**config.mk**
```make
export PLATFORM = sky130hd
export DESIGN_NAME = ttib_unit
export DESIGN_NICKNAME = d
export VERILOG_FILES = /design/src/ttib_pkg.sv /design/src/ttib_unit.sv
export SDC_FILE = /design/constraint.sdc
export NUM_CORES = 1
export LEC_CHECK = 0
export ABC_AREA = 1
export BUFFER_PORTS_ARGS = -buffer_cell sky130_fd_sc_hd__buf_2
export CELL_PAD_IN_SITES_DETAIL_PLACEMENT = 1
export CELL_PAD_IN_SITES_GLOBAL_PLACEMENT = 2
export CORE_MARGIN = 2
export CORE_UTILIZATION = 31
export DETAILED_ROUTE_END_ITERATION = 10
export PLACE_DENSITY_LB_ADDON = 0.1
export SLEW_MARGIN = 20
export SYNTH_ARGS = -nofsm -noshare
export SYNTH_HDL_FRONTEND = slang
export SYNTH_SLANG_ARGS = --single-unit
```
**constraint.sdc**
```tcl
create_clock -name clk_i -period 2.1 [get_ports clk_i]
set_input_delay 0.21 -clock clk_i [delete_from_list [all_inputs] [get_ports clk_i]]
set_output_delay 0.21 -clock clk_i [all_outputs]
set_load 0.02 [all_outputs]
```
**src/ttib_pkg.sv**
```systemverilog
// package: constants, modes and state encoding for the translate-test-increment unit
package ttib_pkg;
   // ---------------------------------------------------------------
   // address representation modes
   // ---------------------------------------------------------------
   typedef enum logic [1:0] {
      TTIB_MODE_COMPACT   = 2'h0,  // 16-bit word operands
      TTIB_MODE_SEGMENTED = 2'h1,  // 32-bit longword operands
      TTIB_MODE_LINEAR    = 2'h2   // 32-bit longword operands
   } ttib_mode_t;

   // ---------------------------------------------------------------
   // sequencer states, gray coded along the path
   // ---------------------------------------------------------------
   typedef enum logic [2:0] {
      TTIB_ST_IDLE   = 3'h0,  // waiting for start
      TTIB_ST_TARGET = 3'h1,  // reading target byte
      TTIB_ST_XLATE  = 3'h3,  // reading translated byte
      TTIB_ST_DONE   = 3'h2   // retire pulse
   } ttib_state_t;

   // ---------------------------------------------------------------
   // widths, steps and reset values
   // ---------------------------------------------------------------
   localparam int          ADDR_W        = 32;          // full address width
   localparam int          WORD_W        = 16;          // compact operand width
   localparam int          CNT_W         = 16;          // counter width
   localparam int          TABLE_ENTRIES = 256;         // max table size
   localparam logic [31:0] PTR_STEP      = 32'h0000_0001; // pointer increment
   localparam logic [15:0] CNT_STEP      = 16'h0001;    // counter decrement
   localparam logic [31:0] ADDR_RST      = 32'h0000_0000; // address reset value
   localparam logic [15:0] CNT_RST       = 16'h0000;    // counter reset value
   localparam logic [7:0]  BYTE_RST      = 8'h00;       // byte reset value
endpackage

```
**src/ttib_unit.sv**
```systemverilog
// module: execution unit for one translate-test-and-increment byte step
// ---------------------------------------------------------------
// How it works
// RULE1: read target byte at string pointer
// RULE2: address is table base plus zero-extended byte
// RULE3: fetch translated byte into result slot
// RULE4: null flag from result; others unchanged
// RULE5: string pointer advances by one afterwards
// RULE6: counter minus one; exhausted when zero
// RULE7: table base never written back
// RULE8: caller keeps operand registers distinct
// RULE9: table holds up to 256 byte entries
// RULE10: operands 16 bits compact, else 32
// RULE11: one iteration only, in order, then retire
// RULE12: counter wraps modulo 65536
// ---------------------------------------------------------------
`timescale 1ns/1ps
module ttib_unit (
   // clock and reset
   input  wire logic                clk_i,
   input  wire logic                rstn_i,
   // instruction issue
   input  wire logic                start_i,          // one-cycle start pulse
   input  wire ttib_pkg::ttib_mode_t pointer_operand_mode_i,
   input  wire logic [31:0]         string_pointer_i,
   input  wire logic [31:0]         table_base_i,
   input  wire logic [15:0]         counter_i,
   // memory read port
   output logic                     mem_req_o,        // held from start through both reads, until mem_ack_i answers the table read
   output logic [31:0]              mem_addr_o,
   input  wire logic                mem_ack_i,
   input  wire logic [7:0]          mem_rdata_i,
   // results
   output logic                     busy_o,
   output logic                     done_o,           // one-cycle retire pulse
   output logic [7:0]               result_byte_slot_o,
   output logic [31:0]              string_pointer_o,
   output logic [15:0]              counter_o,
   output logic                     null_flag_o,
   output logic                     exhausted_flag_o
);

   // ---------------------------------------------------------------
   // state record
   // ---------------------------------------------------------------
   typedef struct packed {
      ttib_pkg::ttib_state_t st;    // sequencer state
      logic                  wide;  // longword operands
      logic                  busy;  // instruction in flight
      logic [31:0]           ptr;   // working string pointer
      logic [31:0]           base;  // latched table base
      logic [15:0]           cnt;   // working counter
      logic                  req;   // memory request
      logic [31:0]           addr;  // memory address
      logic                  done;  // retire pulse
      logic [7:0]            res;   // result byte
      logic                  nul;   // null flag
      logic                  exh;   // exhausted flag
   } ttib_regs_t;

   ttib_regs_t s_q;  // registered state
   ttib_regs_t s_d;  // next state

   // ---------------------------------------------------------------
   // address helper: truncate to 16 bits in compact mode
   // ---------------------------------------------------------------
   // a carry out of bit 15 is dropped in compact mode, as the word wraps
   function automatic logic [31:0] fit(input logic [31:0] a, input logic wide);
      fit = wide ? a : {16'h0000, a[15:0]};  // [RULE10]
   endfunction

   // ---------------------------------------------------------------
   // next-state logic
   // ---------------------------------------------------------------
   always_comb begin
      s_d      = s_q;
      s_d.done = 1'b0;
      case (s_q.st)
         ttib_pkg::TTIB_ST_IDLE: begin
            // latch operands and issue the target read
            if (start_i) begin
               s_d.wide = (pointer_operand_mode_i != ttib_pkg::TTIB_MODE_COMPACT); // [RULE10]
               s_d.ptr  = fit(string_pointer_i, s_d.wide);
               s_d.base = fit(table_base_i, s_d.wide);
               s_d.cnt  = counter_i;
               s_d.addr = fit(string_pointer_i, s_d.wide); // [RULE1]
               s_d.req  = 1'b1;
               s_d.st   = ttib_pkg::TTIB_ST_TARGET;
            end
         end
         ttib_pkg::TTIB_ST_TARGET: begin
            if (mem_ack_i) begin
               // zero-extended index, at most 256 entries [RULE2] [RULE9]
               s_d.addr = fit(s_q.base + {24'h00_0000, mem_rdata_i}, s_q.wide);
               s_d.st   = ttib_pkg::TTIB_ST_XLATE;
            end
         end
         ttib_pkg::TTIB_ST_XLATE: begin
            // second answer: load result, step operands, retire
            if (mem_ack_i) begin
               s_d.res  = mem_rdata_i;                    // [RULE3]
               s_d.nul  = (mem_rdata_i == 8'h00);         // [RULE4]
               s_d.ptr  = fit(s_q.ptr + ttib_pkg::PTR_STEP, s_q.wide); // [RULE5]
               s_d.cnt  = s_q.cnt - ttib_pkg::CNT_STEP;   // [RULE6] [RULE12]
               s_d.exh  = (s_d.cnt == 16'h0000);          // [RULE6]
               s_d.req  = 1'b0;
               s_d.done = 1'b1;                           // [RULE11]
               s_d.st   = ttib_pkg::TTIB_ST_DONE;
            end
         end
         ttib_pkg::TTIB_ST_DONE: begin
            s_d.st = ttib_pkg::TTIB_ST_IDLE;  // no repeat [RULE11]
         end
         default: begin
            s_d.st  = ttib_pkg::TTIB_ST_IDLE;
            s_d.req = 1'b0;
         end
      endcase
      // busy follows the next state so busy_o is a plain flop
      s_d.busy = (s_d.st != ttib_pkg::TTIB_ST_IDLE);
   end

   // ---------------------------------------------------------------
   // state register
   // ---------------------------------------------------------------
   always_ff @(posedge clk_i or negedge rstn_i) begin
      if (!rstn_i) begin
         // everything idle and zero while reset is low
         s_q <= '{st:   ttib_pkg::TTIB_ST_IDLE,
                  wide: 1'b0,
                  busy: 1'b0,
                  ptr:  ttib_pkg::ADDR_RST,
                  base: ttib_pkg::ADDR_RST,
                  cnt:  ttib_pkg::CNT_RST,
                  req:  1'b0,
                  addr: ttib_pkg::ADDR_RST,
                  done: 1'b0,
                  res:  ttib_pkg::BYTE_RST,
                  nul:  1'b0,
                  exh:  1'b0};
      end else begin
         s_q <= s_d;
      end
   end

   // ---------------------------------------------------------------
   // outputs straight from flops; table base has no output [RULE7]
   // ---------------------------------------------------------------
   assign mem_req_o          = s_q.req;
   assign mem_addr_o         = s_q.addr;
   assign busy_o             = s_q.busy;
   assign done_o             = s_q.done;
   assign result_byte_slot_o = s_q.res;
   assign string_pointer_o   = s_q.ptr;
   assign counter_o          = s_q.cnt;
   assign null_flag_o        = s_q.nul;
   assign exhausted_flag_o   = s_q.exh;
endmodule

```
; Yosys cells after proc, flatten, opt, wreduce, memory -nomap -nowiden
; Cells that the tools add are included.
[word_totals]
ff_bits = 129
input_bits = 94
out_inout_bits = 93
wordCells = 53
[op_classes]
n_addsub = 3
eq_ne = 6
mux = 18
bitwise = 1
reduce_logical = 13
[op_table]
columns = operator, count
row1 = 2-to-1 mux 32 bit, 6
row2 = one-hot mux 32 bit (2 select lines), 2
row3 = 2-to-1 mux 113 bit, 1
row4 = adder 32 x 1 -> 32 bit (second input constant), 1
row5 = adder 32 x 8 -> 32 bit, 1
row6 = one-hot mux 16 bit (2 select lines), 1
row7 = 2-to-1 mux 11 bit, 2
row8 = 2-to-1 mux 17 bit, 1
row9 = logical NOT 16 bit, 1
row10 = subtractor 16 x 1 -> 16 bit (second input constant), 1
row11 = one-hot mux 3 bit (3 select lines), 1
row12 = AND reduction 3 bit, 3
row13 = logical NOT 8 bit, 1
row14 = equality test 3 x 2 -> 1 bit (second input constant), 2
row15 = 2-to-1 mux 3 bit, 2
row16 = != test 2 bit (second input constant), 3
row17 = nonzero test 2 bit, 3
row18 = 2-to-1 mux 4 bit, 1
row19 = AND reduction 2 bit, 2
row20 = equality test 3 x 1 -> 1 bit (second input constant), 1
row21 = logical NOT 3 bit, 1
row22 = one-hot mux 1 bit (3 select lines), 1
row23 = nonzero test 3 bit, 1
row24 = OR reduction 2 bit, 1
row25 = NOT 1 bit, 1

; Depth between registers and ports, before layout
; Gate-level depths: netlist (run 1).
[logic_depth]
word_depth = 4
ltp_mapped = 11
mapped_depth_nobuf = 11

; Worst setup path after synthesis (run 1)
; Ideal clock, no wire load.
[synth_path]
kind = register -> register
start = register s_q[60] (netlist bit)
end = register s_q (netlist bit mem_addr_o[12])
setup_time_ns = 0.123
t_arrival_ns = 1.719
required_ns = 1.977
path_slack_ns = 0.258
stages_incl_launch_ff = 10
path_buffers = 0
period_less_slack_ns = 1.842
cell_sequence = dfrtp_1 > ha_1 > fa_1 > nand3_1 > nand3_1 > nand3_1 > nand2_1 > xor2_1 > o21ai_0 > nand2_1
[synth_between]
elab_chain_cells = 4
[synth_rtl]
columns = item, line_no
row1 = from (decl), ttib_unit.sv:61  ; ttib_regs_t s_q;
row2 = from (signal assigned), ttib_unit.sv:129  ; s_q <= '{st: ttib_pkg::TTIB_ST_IDLE,
row3 = adder 32 x 8 -> 32 bit, ttib_unit.sv:94  ; s_d.addr = fit(s_q.base + {24'h00_0000, mem_rdata_i}, s_q.wide);
row4 = 2-to-1 mux 32 bit, ttib_unit.sv:69  ; fit = wide ? a : {16'h0000, a[15:0]};
row5 = 2-to-1 mux 32 bit, ttib_unit.sv:92  ; if (mem_ack_i) begin
row6 = one-hot mux 32 bit (2 select lines), ttib_unit.sv:78  ; case (s_q.st)
; Every way passes these cells. The select of a mux whose other input is x is not followed.
; A chain may end at the register's enable or synchronous reset.

; Worst setup path in the final report (run 1)
[layout_path]
start = register s_q[127] (netlist bit)
end = register s_q[82] (netlist bit)
[layout_between]
elab_chain_cells = 2
[layout_rtl]
columns = item, line_no
row1 = logical NOT 3 bit, ttib_unit.sv:78
row2 = AND reduction 2 bit (no line), n/a
; Every way passes these cells.

==> results of run 1 <==
[layout make-up]
class                      count  area [sq um]
tap                          378           473
antenna                        2          5.00
inverter                     147           553
fill                        3622         17600
multi-input combinational    842          4200
clock inverter                14           144
timing repair buffer         226          1320
sequential                   129          3230
clock buffer                  18           439
[report_power, final]
| group | switching [mW] | internal (mW) | total, mW | leakage [nW] |
|---|---|---|---|---|
| sequential | 0.680 | 3.08 | 3.77 | 1.58 |
| combinational | 2.27 | 1.17 | 3.44 | 3.24 |
| clock | 1.31 | 1.70 | 3.01 | 0.281 |
| total | 4.26 | 5.96 | 10.2 | 5.10 |
[registers in the layout, summed over array words and instances (netlist names)]
register / count
result_byte_slot_o: 8
mem_req_o: 1
mem_addr_o: 32
done_o: 1
s_q: 36
exhausted_flag_o: 1
string_pointer_o: 32
null_flag_o: 1
busy_o: 1
counter_o: 16
[kinds of logic (layout without fill, tap and decap cells)]
logic type | after synthesis | after routing | share of synthesized area (%)
compound gates | 204 | 204 | 13.3
buf+inv | 279 | 405 | 16.4
xor+xnor | 25 | 25 | 2.48
flops | 129 | 129 | 36.5
other cells | 1 | 3 | 0.0425
fa+ha+maj | 12 | 12 | 1.78
simple gates | 600 | 600 | 29.4
[synth_stat cells (all sizes together) (2+ instances only)]
| master | n | share of area, % |
|---|---|---|
| nand2 | 319 | 14 |
| a22oi | 9 | 0.82 |
| buf | 126 | 9.9 |
| inv | 146 | 6.2 |
| nand3 | 104 | 6.1 |
| o21ai | 55 | 3.2 |
| xor2 | 21 | 2.1 |
| o22ai | 23 | 1.6 |
| clkbuf | 6 | 0.25 |
| nor3 | 21 | 1.6 |
| ha | 11 | 1.6 |
| a31oi | 43 | 3.0 |
| a21o | 3 | 0.25 |
| nand3b | 4 | 0.34 |
| nor2 | 133 | 6.4 |
| a21oi | 66 | 3.9 |
| a22o | 2 | 0.20 |
| dfrtp | 129 | 37 |
| nand4 | 16 | 1.1 |
| xnor2 | 4 | 0.40 |
[worst max-delay path, stage by stage (launching register included)]
cell and delay, ns:
dfrtp_1 0.43, inv_2 0.08, nand3_1 0.12, nor2_4 0.20, buf_4 0.42, o21ai_2 0.36, o22ai_1 0.22
[layer usage]
metal	part of all wire, %	track usage, %
met5	0	0
met4	1.2	5.58
met3	2.8	2.55
met1	48	28.1
met2	48	35.0
[stage by stage]
| stage | utilization (%) | setup slack [ns] |
|---|---|---|
| 2_1_floorplan | - | 0.258 |
| 3_3_place_gp | 34.2 | 0.123 |
| 3_5_place_dp | 34.2 | 0.0809 |
| 4_1_cts | 36.9 | 0.0589 |
| 5_1_grt | 37.1 | 0.00138 |
| 6_report | 37.1 | 0.139 |
[worst max path at each step]
stage                                   start                    endpoint  depth (start not counted)  slack, ns
final                      s_q[127]$_DFF_PN0_         s_q[82]$_DFFE_PN0P_                          6       0.14
after global routing      s_q[63]$_DFFE_PN0P_  mem_addr_o[31]$_DFFE_PN0P_                         11      0.001
after CTS                 s_q[60]$_DFFE_PN0P_   mem_addr_o[8]$_DFFE_PN0P_                          9       0.06
after detailed placement  s_q[60]$_DFFE_PN0P_   mem_addr_o[8]$_DFFE_PN0P_                          9       0.08
after global placement    s_q[60]$_DFFE_PN0P_   mem_addr_o[8]$_DFFE_PN0P_                          9       0.12
after floorplan           s_q[60]$_DFFE_PN0P_  mem_addr_o[12]$_DFFE_PN0P_                          9       0.26
[repair_timing]
item	CTS	global route
endpoints found under the hold margin	58	0
setup endpoints to repair	0	17
gates resized for setup	0	13
hold buffers	17	0
[placed cells by master (no fill, tap or decap), types with 4 or more instances in the layout]
master and count:
dlygate4sd3_1 17, o21ai_0 42, inv_2 11, inv_6 6, inv_1 135, nor3_2 6, nand4_1 16, o22ai_1 23
nand2_1 313, a21oi_1 64, nor3_1 14, a22oi_1 8, nand3_2 6, nor2_4 5, nand3_1 98, xnor2_1 4
nand3b_1 4, ha_1 8, nor2_1 115, xor2_1 21, buf_2 185, clkinv_4 4, o21ai_1 12, a31oi_1 43
dfrtp_1 129, nor2_2 13, nand2_2 5, buf_4 20, clkbuf_16 17
==> results.yml, run 1 <==
setup_path:
  end_kind: "register"
  worstSetupPathType: "register to register"
  ff2ff_setup_slack_ns: 0.14
  reg2reg_depth: 6
  crit_fanout: 37
  start_kind: "register"
  required_ns: 2.43
  arrival_ns: 2.29
  r2r-start: "s_q[127]$_DFF_PN0_"
  r2r-end: "s_q[82]$_DFFE_PN0P_"
sta:
  fin_crit_sh_pct: 93.4
  maxSlewHeadroom_pct: 42.7
  setup_tns_ns: 0
  finalHoldViolations: 0
  period_needed_ns: 1.96
  fmax_mhz: 510
  report.final.setup_viol: 0
  worst_pin_slew_ns: 0.860
  rsz0062_at_grt: "false"
  fin_worst_skew_ns: 0.0161
  slew_viol_final: 0
  whs_ns: 0.0173
die:
  fp-row-count: 61
  die_y_microns: 173
  core_area_sq_um: 27900
  die_w_microns: 173
  num_io_pins: 187
  dieArea_sq_um: 29900
  start_util_pct: 31.6
synthesis:
  synthDistinctLibCells: 45
  async_reset_ff_share_pct: 100
  yosysWarnings: 0
  ys_seq_elements: 129
  yosysSeqAreaShare_pct: 36.5
  netlist_area_sq_um: 8830
  synth_edf_count: 0
  syn_inst: 1250
  syn-mean-instance-area_sq_um: 7.07
  synth_fp_nets: 1356
  ys.flop_type: "dfrtp_1"
run:
  cap_violations: 0
global_route:
  grt_pass1_wl_microns: 48800
  antenna_found_initial: 2
  grt_overflow: 0
  grt_max_degree: 55
  grt_pass1_vias: 8751
  track_usage_pct: 20.8
drt:
  routed_wl_microns: 30500
  dr.pass1.iters: 4
  vias_per_cell: 4.76
  drc: 0
  wire_per_inst_microns: 17.4
  ant_nets: 0
  vias: 8356
  drtIter0Drc: 340
hold_path:
  hold_start: "table_base_i[26]"
  holdPathStages: 3
  holdCritPathClass: "input port to register"
  whs_endpoint: "s_q[86]$_DFFE_PN0P_"
place:
  postPlaceCellArea_sq_um: 9560
  dp_hpwl_microns: 24200
  gp_congestion: 0.848
  placed_cells_incl_taps: 1705
  port_buffers: 186
clock_tree:
  post_cts_buffers: 0
  cts_max_path_buffers: 2
  clock_tree.root_cell: "clkbuf_16"
  clock_latency_ns: 0.43
  cts-htree-levels: 4
  cts.clk_slew.worst_paths_ns: 0.07
  clock-sinks: 129
  cts_tree: "built"
  numCtsBuffers: 17
power_and_ir_drop:
  p_leak_nw: 5.10
  irDropWorstVdd_mv: 0.482
  p_total_mw: 10.2
  power.density_nw_per_um2: 986
finish:
  area_delta_synth_final_pct: 17.3
  drive_gt1_share_pct: 21.7
  fin_area_sq_um: 10400
  stdcell_count: 1756
  nNetsFinal: 1469
outcome:
  status: "finished, final reports clean"
Note: power is estimated with default switching activity, not from simulation.
==> run 2, diff against run 1 <==
--- a/config.mk
+++ b/config.mk
@@ -12,7 +12,7 @@
 export CORE_MARGIN = 2
 export CORE_UTILIZATION = 31
 export DETAILED_ROUTE_END_ITERATION = 10
-export PLACE_DENSITY_LB_ADDON = 0.1
+export PLACE_DENSITY_LB_ADDON = 0.25
 export SLEW_MARGIN = 20
 export SYNTH_ARGS = -nofsm -noshare
 export SYNTH_HDL_FRONTEND = slang
==> results.yml, run 2 (synthesized netlist as in run 1, its figures left out) <==
setup_path:
  cp_cell_sequence: "dlygate4sd3_1 > buf_2 > ha_2 > nand2_1 > nand2_1 > a21oi_1 > nand2_2 > nand2_1 > nand2_1 > nand3_1 > nand3_1 > a21oi_1"
  cp_num_cells: 12
  ff2ff_setup_slack_ns: 0.21
  critPathCapture: "mem_addr_o[22]$_DFFE_PN0P_"
  start_kind: "input port"
  worstSetupPathType: "input port to register"
  cp-startpoint: "mem_rdata_i[3]"
  reg2reg_depth: 9
  cp_slowest_stage_delay_ns: 0.53
  end_kind: "register"
  cp_common_cell: "nand2_1"
  required_ns: 2.45
  r2r-start: "string_pointer_o[0]$_DFFE_PN0P_"
  r2r-end: "string_pointer_o[24]$_DFFE_PN0P_"
  arrival_ns: 2.26
  cp_num_buf_inv: 2
  slowest_stage: "dlygate4sd3_1"
  crit_family: "simple AND/OR/NAND/NOR gates"
  crit_fanout: 5
finish:
  largest_reg_flops: 36
  layout_common_cells: "311 x nand2_1, 185 x buf_2, 135 x inv_1"
  area_delta_synth_final_pct: 18.0
  antenna_cells: 0
  nNetsFinal: 1476
  drive_gt1_share_pct: 21.7
  largest-register: "s_q"
  layout_commonest_cell: "nand2_1"
global_route:
  grt_overflow: 0
  grt_pass1_wl_microns: 49100
  grt_max_degree: 46
  grt_pass1_vias: 8658
  track_usage_pct: 21.0
  antenna_found_initial: 0
drt:
  wire_per_inst_microns: 17.7
  vias: 8460
  dr.pass1.iters: 4
  drc: 0
  routed_wl_microns: 31100
  vias_per_cell: 4.81
  ant_nets: 0
  drtIter0Drc: 361
power_and_ir_drop:
  switchingPower_mw: 4.28
  irDropWorstVdd_mv: 0.496
  p_comb_share_pct: 33.0
  p_seq_share_pct: 35.5
  switching_share_pct: 40.4
  p_total_mw: 10.6
  p_clk_share_pct: 31.6
  internal_power_mw: 6.31
  power.density_nw_per_um2: 1020
  p_leak_nw: 5.15
sta:
  setup_tns_ns: 0
  fmax_mhz: 525
  fin_worst_skew_ns: 0.0146
  maxSlewHeadroom_pct: 42.7
  layout_setup_ws_ns: 0.195
  report.final.setup_viol: 0
  finalHoldViolations: 0
  fin_crit_sh_pct: 90.7
  period_needed_ns: 1.90
  worst_pin_slew_ns: 0.859
  slew_viol_final: 0
  rsz0062_at_grt: "false"
clock_tree:
  numCtsBuffers: 17
  cts-htree-levels: 4
  cts_tree: "built"
  clock-sinks: 129
  clock_latency_ns: 0.44
  cts_max_path_buffers: 2
  cts.clk_slew.worst_paths_ns: 0.06
  clock_tree.root_cell: "clkbuf_16"
die:
  fp-row-count: 61
  num_io_pins: 187
  die_y_microns: 173
  die_w_microns: 173
  dieArea_sq_um: 29900
  core_area_sq_um: 27900
  start_util_pct: 31.6
outcome:
  status: "finished, final reports clean"
place:
  place_ws_ns: 0.0755
  gp_congestion: 0.864
  port_buffers: 186
  dp_hpwl_microns: 24600
run:
  cap_violations: 0
hold_path:
  holdCritPathClass: "input port to register"
  holdPathStages: 3
-- run 2: cell types whose count changed in the layout (fill, tap and decap cells not counted), sizes merged --
cell and change:
bufinv +3, clkinv -3, diode -2, buf +7
inv -1
-- run 2: layer usage --
metal	vias up	global-route usage, %	share of wire, %
li1	4210	-	-
met1	4064	28.0	47
met2	154	35.4	48
met3	32	2.73	2.7
met4	0	6.60	2.1
met5	-	0	0
-- run 2: layout make-up --
cell class | count | area (sq um)
inverter | 147 | 553
sequential | 129 | 3230
multi-input combinational | 842 | 4180
timing repair buffer | 233 | 1350
clock buffer | 18 | 439
clock inverter | 13 | 199
tap | 378 | 473
fill | 3582 | 17500
-- run 2: worst min path at each step --
| stage | startpoint | to | slack [ns] |
|---|---|---|---|
| 2_1_floorplan | rstn_i | busy_o$_DFF_PN0_ | -0.09 |
| 3_3_place_gp | rstn_i | result_byte_slot_o[6]$_DFFE_PN0P_ | 0.19 |
| 3_5_place_dp | rstn_i | result_byte_slot_o[6]$_DFFE_PN0P_ | 0.18 |
| 4_1_cts | table_base_i[27] | s_q[87]$_DFFE_PN0P_ | 0.001 |
| 5_1_grt | table_base_i[27] | s_q[87]$_DFFE_PN0P_ | 0.01 |
| 6_report | table_base_i[27] | s_q[87]$_DFFE_PN0P_ | 0.02 |
-- run 2: worst reg2reg max path, stage by stage, from the launching register on --
cell and delay (ns):
dfrtp_1 0.41, ha_1 0.25, nand2_1 0.09, nor2_1 0.22, nand2_1 0.10, nor2_1 0.38, nand2_1 0.11, nand2_1 0.07
nand3_1 0.08, a22oi_2 0.12
-- run 2: timing repair --
action / CTS / global route
hold buffers: 17 / 0
endpoints found under the setup margin: 0 / 19
setup buffers: 0 / 0
hold endpoints to repair: 57 / 0
resized for setup: 0 / 10
-- run 2: per-stage QoR --
step                utilization, %  cell area [sq um]  hold slack, ns  instances
floorplan                        -               8830         -0.0856       1250
global placement              34.3               9580           0.186       1712
detailed placement            34.3               9580           0.184       1712
CTS                           37.2              10400         0.00119       1760
global route                  37.3              10400          0.0112       1760
finish                        37.3              10400          0.0169       1760
-- run 2: power by group through the flow --
stage                     Clock, mW  Sequential, mW  Combinational [mW]
final                          3.34            3.76                3.49
after global placement            0            3.80                3.41
after floorplan                   0            3.55                2.92
after CTS                      3.42            3.76                3.52
after detailed placement          0            3.81                3.48
after global routing           3.51            3.85                3.89
==> run 3, diff against run 2 <==
--- a/config.mk
+++ b/config.mk
@@ -7,12 +7,10 @@
 export LEC_CHECK = 0
 export ABC_AREA = 1
 export BUFFER_PORTS_ARGS = -buffer_cell sky130_fd_sc_hd__buf_2
-export CELL_PAD_IN_SITES_DETAIL_PLACEMENT = 1
-export CELL_PAD_IN_SITES_GLOBAL_PLACEMENT = 2
 export CORE_MARGIN = 2
-export CORE_UTILIZATION = 31
+export CORE_UTILIZATION = 55
 export DETAILED_ROUTE_END_ITERATION = 10
-export PLACE_DENSITY_LB_ADDON = 0.25
+export PLACE_DENSITY_LB_ADDON = 0.15
 export SLEW_MARGIN = 20
 export SYNTH_ARGS = -nofsm -noshare
 export SYNTH_HDL_FRONTEND = slang
==> results.yml, run 3 (synthesized netlist as in run 1, its figures left out) <==
clock_tree:
  numCtsBuffers: 17
  clock_latency_ns: 0.42
  cts_tree: "built"
  cts.clk_slew.worst_paths_ns: 0.06
  post_cts_buffers: 0
  cts-htree-levels: 4
  clock_tree.root_cell: "clkbuf_16"
  cts_max_path_buffers: 2
  clock-sinks: 129
sta:
  fmax_mhz: 499
  slew_viol_final: 0
  finalHoldViolations: 0
  period_needed_ns: 2.00
  whs_ns: 0.0279
  fin_crit_sh_pct: 95.4
  maxSlewHeadroom_pct: 47.2
  report.final.setup_viol: 0
  fin_worst_skew_ns: 0.00837
  worst_pin_slew_ns: 0.790
  setup_tns_ns: 0
power_and_ir_drop:
  p_total_mw: 10.3
  irDropWorstVdd_mv: 0.693
  power.density_nw_per_um2: 1020
  p_leak_nw: 5.08
drt:
  dr.pass1.iters: 5
  routed_wl_microns: 25200
  vias_per_cell: 5.28
  drc: 0
  ant_nets: 0
  drtIter0Drc: 797
  wire_per_inst_microns: 15.9
  vias: 8377
hold_path:
  holdCritPathClass: "input port to register"
  whs_endpoint: "s_q[79]$_DFFE_PN0P_"
  holdPathStages: 3
  hold_start: "table_base_i[19]"
global_route:
  grt_overflow: 0
  grt_pass1_wl_microns: 39600
  track_usage_pct: 30.1
  grt_max_degree: 48
  antenna_found_initial: 2
  grt_pass1_vias: 7810
die:
  die_y_microns: 131
  start_util_pct: 56.0
  num_io_pins: 187
  fp-row-count: 46
  die_w_microns: 131
  core_area_sq_um: 15800
  dieArea_sq_um: 17100
setup_path:
  r2r-start: "s_q[60]$_DFFE_PN0P_"
  end_kind: "register"
  reg2reg_depth: 9
  ff2ff_setup_slack_ns: 0.1
  r2r-end: "mem_addr_o[12]$_DFFE_PN0P_"
  worstSetupPathType: "register to register"
  required_ns: 2.40
  crit_fanout: 7
  arrival_ns: 2.31
  start_kind: "register"
finish:
  layout_commonest_cell: "nand2_1"
  stdcell_count: 1586
  drive_gt1_share_pct: 20.5
  area_delta_synth_final_pct: 14.5
  layout_common_cells: "313 x nand2_1, 185 x buf_2, 135 x inv_1"
  largest-register: "s_q"
  nNetsFinal: 1461
  largest_reg_flops: 36
place:
  placed_cells_incl_taps: 1536
  gp_congestion: 0.904
  port_buffers: 186
  dp_hpwl_microns: 19100
outcome:
  status: "finished, final reports clean"
run:
  cap_violations: 0
==> run 3: power breakdown <==
group | internal, mW | switching (mW)
sequential | 3.09 | 0.633
combinational | 1.15 | 2.20
clock | 2.02 | 1.18
total | 6.26 | 4.01
==> run 3: how the worst max path moves through the flow <==
| stage | startpoint | cells past startpoint | endpoint |
|---|---|---|---|
| after floorplan | s_q[60]$_DFFE_PN0P_ | 9 | mem_addr_o[12]$_DFFE_PN0P_ |
| after global placement | s_q[60]$_DFFE_PN0P_ | 9 | mem_addr_o[12]$_DFFE_PN0P_ |
| after detailed placement | s_q[60]$_DFFE_PN0P_ | 9 | mem_addr_o[12]$_DFFE_PN0P_ |
| after CTS | s_q[60]$_DFFE_PN0P_ | 9 | mem_addr_o[8]$_DFFE_PN0P_ |
| after global routing | s_q[60]$_DFFE_PN0P_ | 9 | mem_addr_o[8]$_DFFE_PN0P_ |
| final | s_q[60]$_DFFE_PN0P_ | 9 | mem_addr_o[12]$_DFFE_PN0P_ |
==> run 3: what timing repair did <==
item                                    4_1_cts  5_1_grt
resized for setup                             1        4
hold endpoints to repair                     51        0
pin swaps                                     0        0
endpoints found under the setup margin        1       13
hold buffers                                 16        0
==> run 3: stage by stage <==
| stage | cell area (sq um) | setup WS [ns] | util, % |
|---|---|---|---|
| floorplan | 8830 | 0.258 | - |
| global placement | 9310 | 0.0733 | 59.0 |
| detailed placement | 9310 | 0.00266 | 59.0 |
| CTS | 10100 | 0.0381 | 64.0 |
| global route | 10100 | -0.0113 | 64.2 |
| finish | 10100 | 0.0964 | 64.2 |
==> run 3: final cells by class <==
cell class / instances / area, sq um
Fill cell: 1499 / 5650
Multi-Input combinational cell: 842 / 4170
Sequential cell: 129 / 3230
Timing Repair Buffer: 218 / 1260
Inverter: 147 / 553
Clock buffer: 19 / 443
Tap cell: 216 / 270
Clock inverter: 13 / 186
Antenna cell: 2 / 5.00
==> run 3: critical path, cell delays in order, from the launching register on <==
cell     delay, ns
dfrtp_1       0.39
ha_1          0.23
fa_2          0.38
nand3_1       0.10
nand3_1       0.14
nand3_1       0.13
nand2_2       0.13
xor2_1        0.16
o21ai_0       0.16
nand2_1       0.07
==> run 3: per-layer routing <==
layer,vias to the layer above,GRT usage [%],share of wire (%),wire length (microns)
met5,-,0,0,0
met2,251,47.4,47,11700
met3,41,4.97,4.7,1180
li1,4197,-,-,-
met1,3888,42.1,46,11500
met4,0,11.0,2.9,742
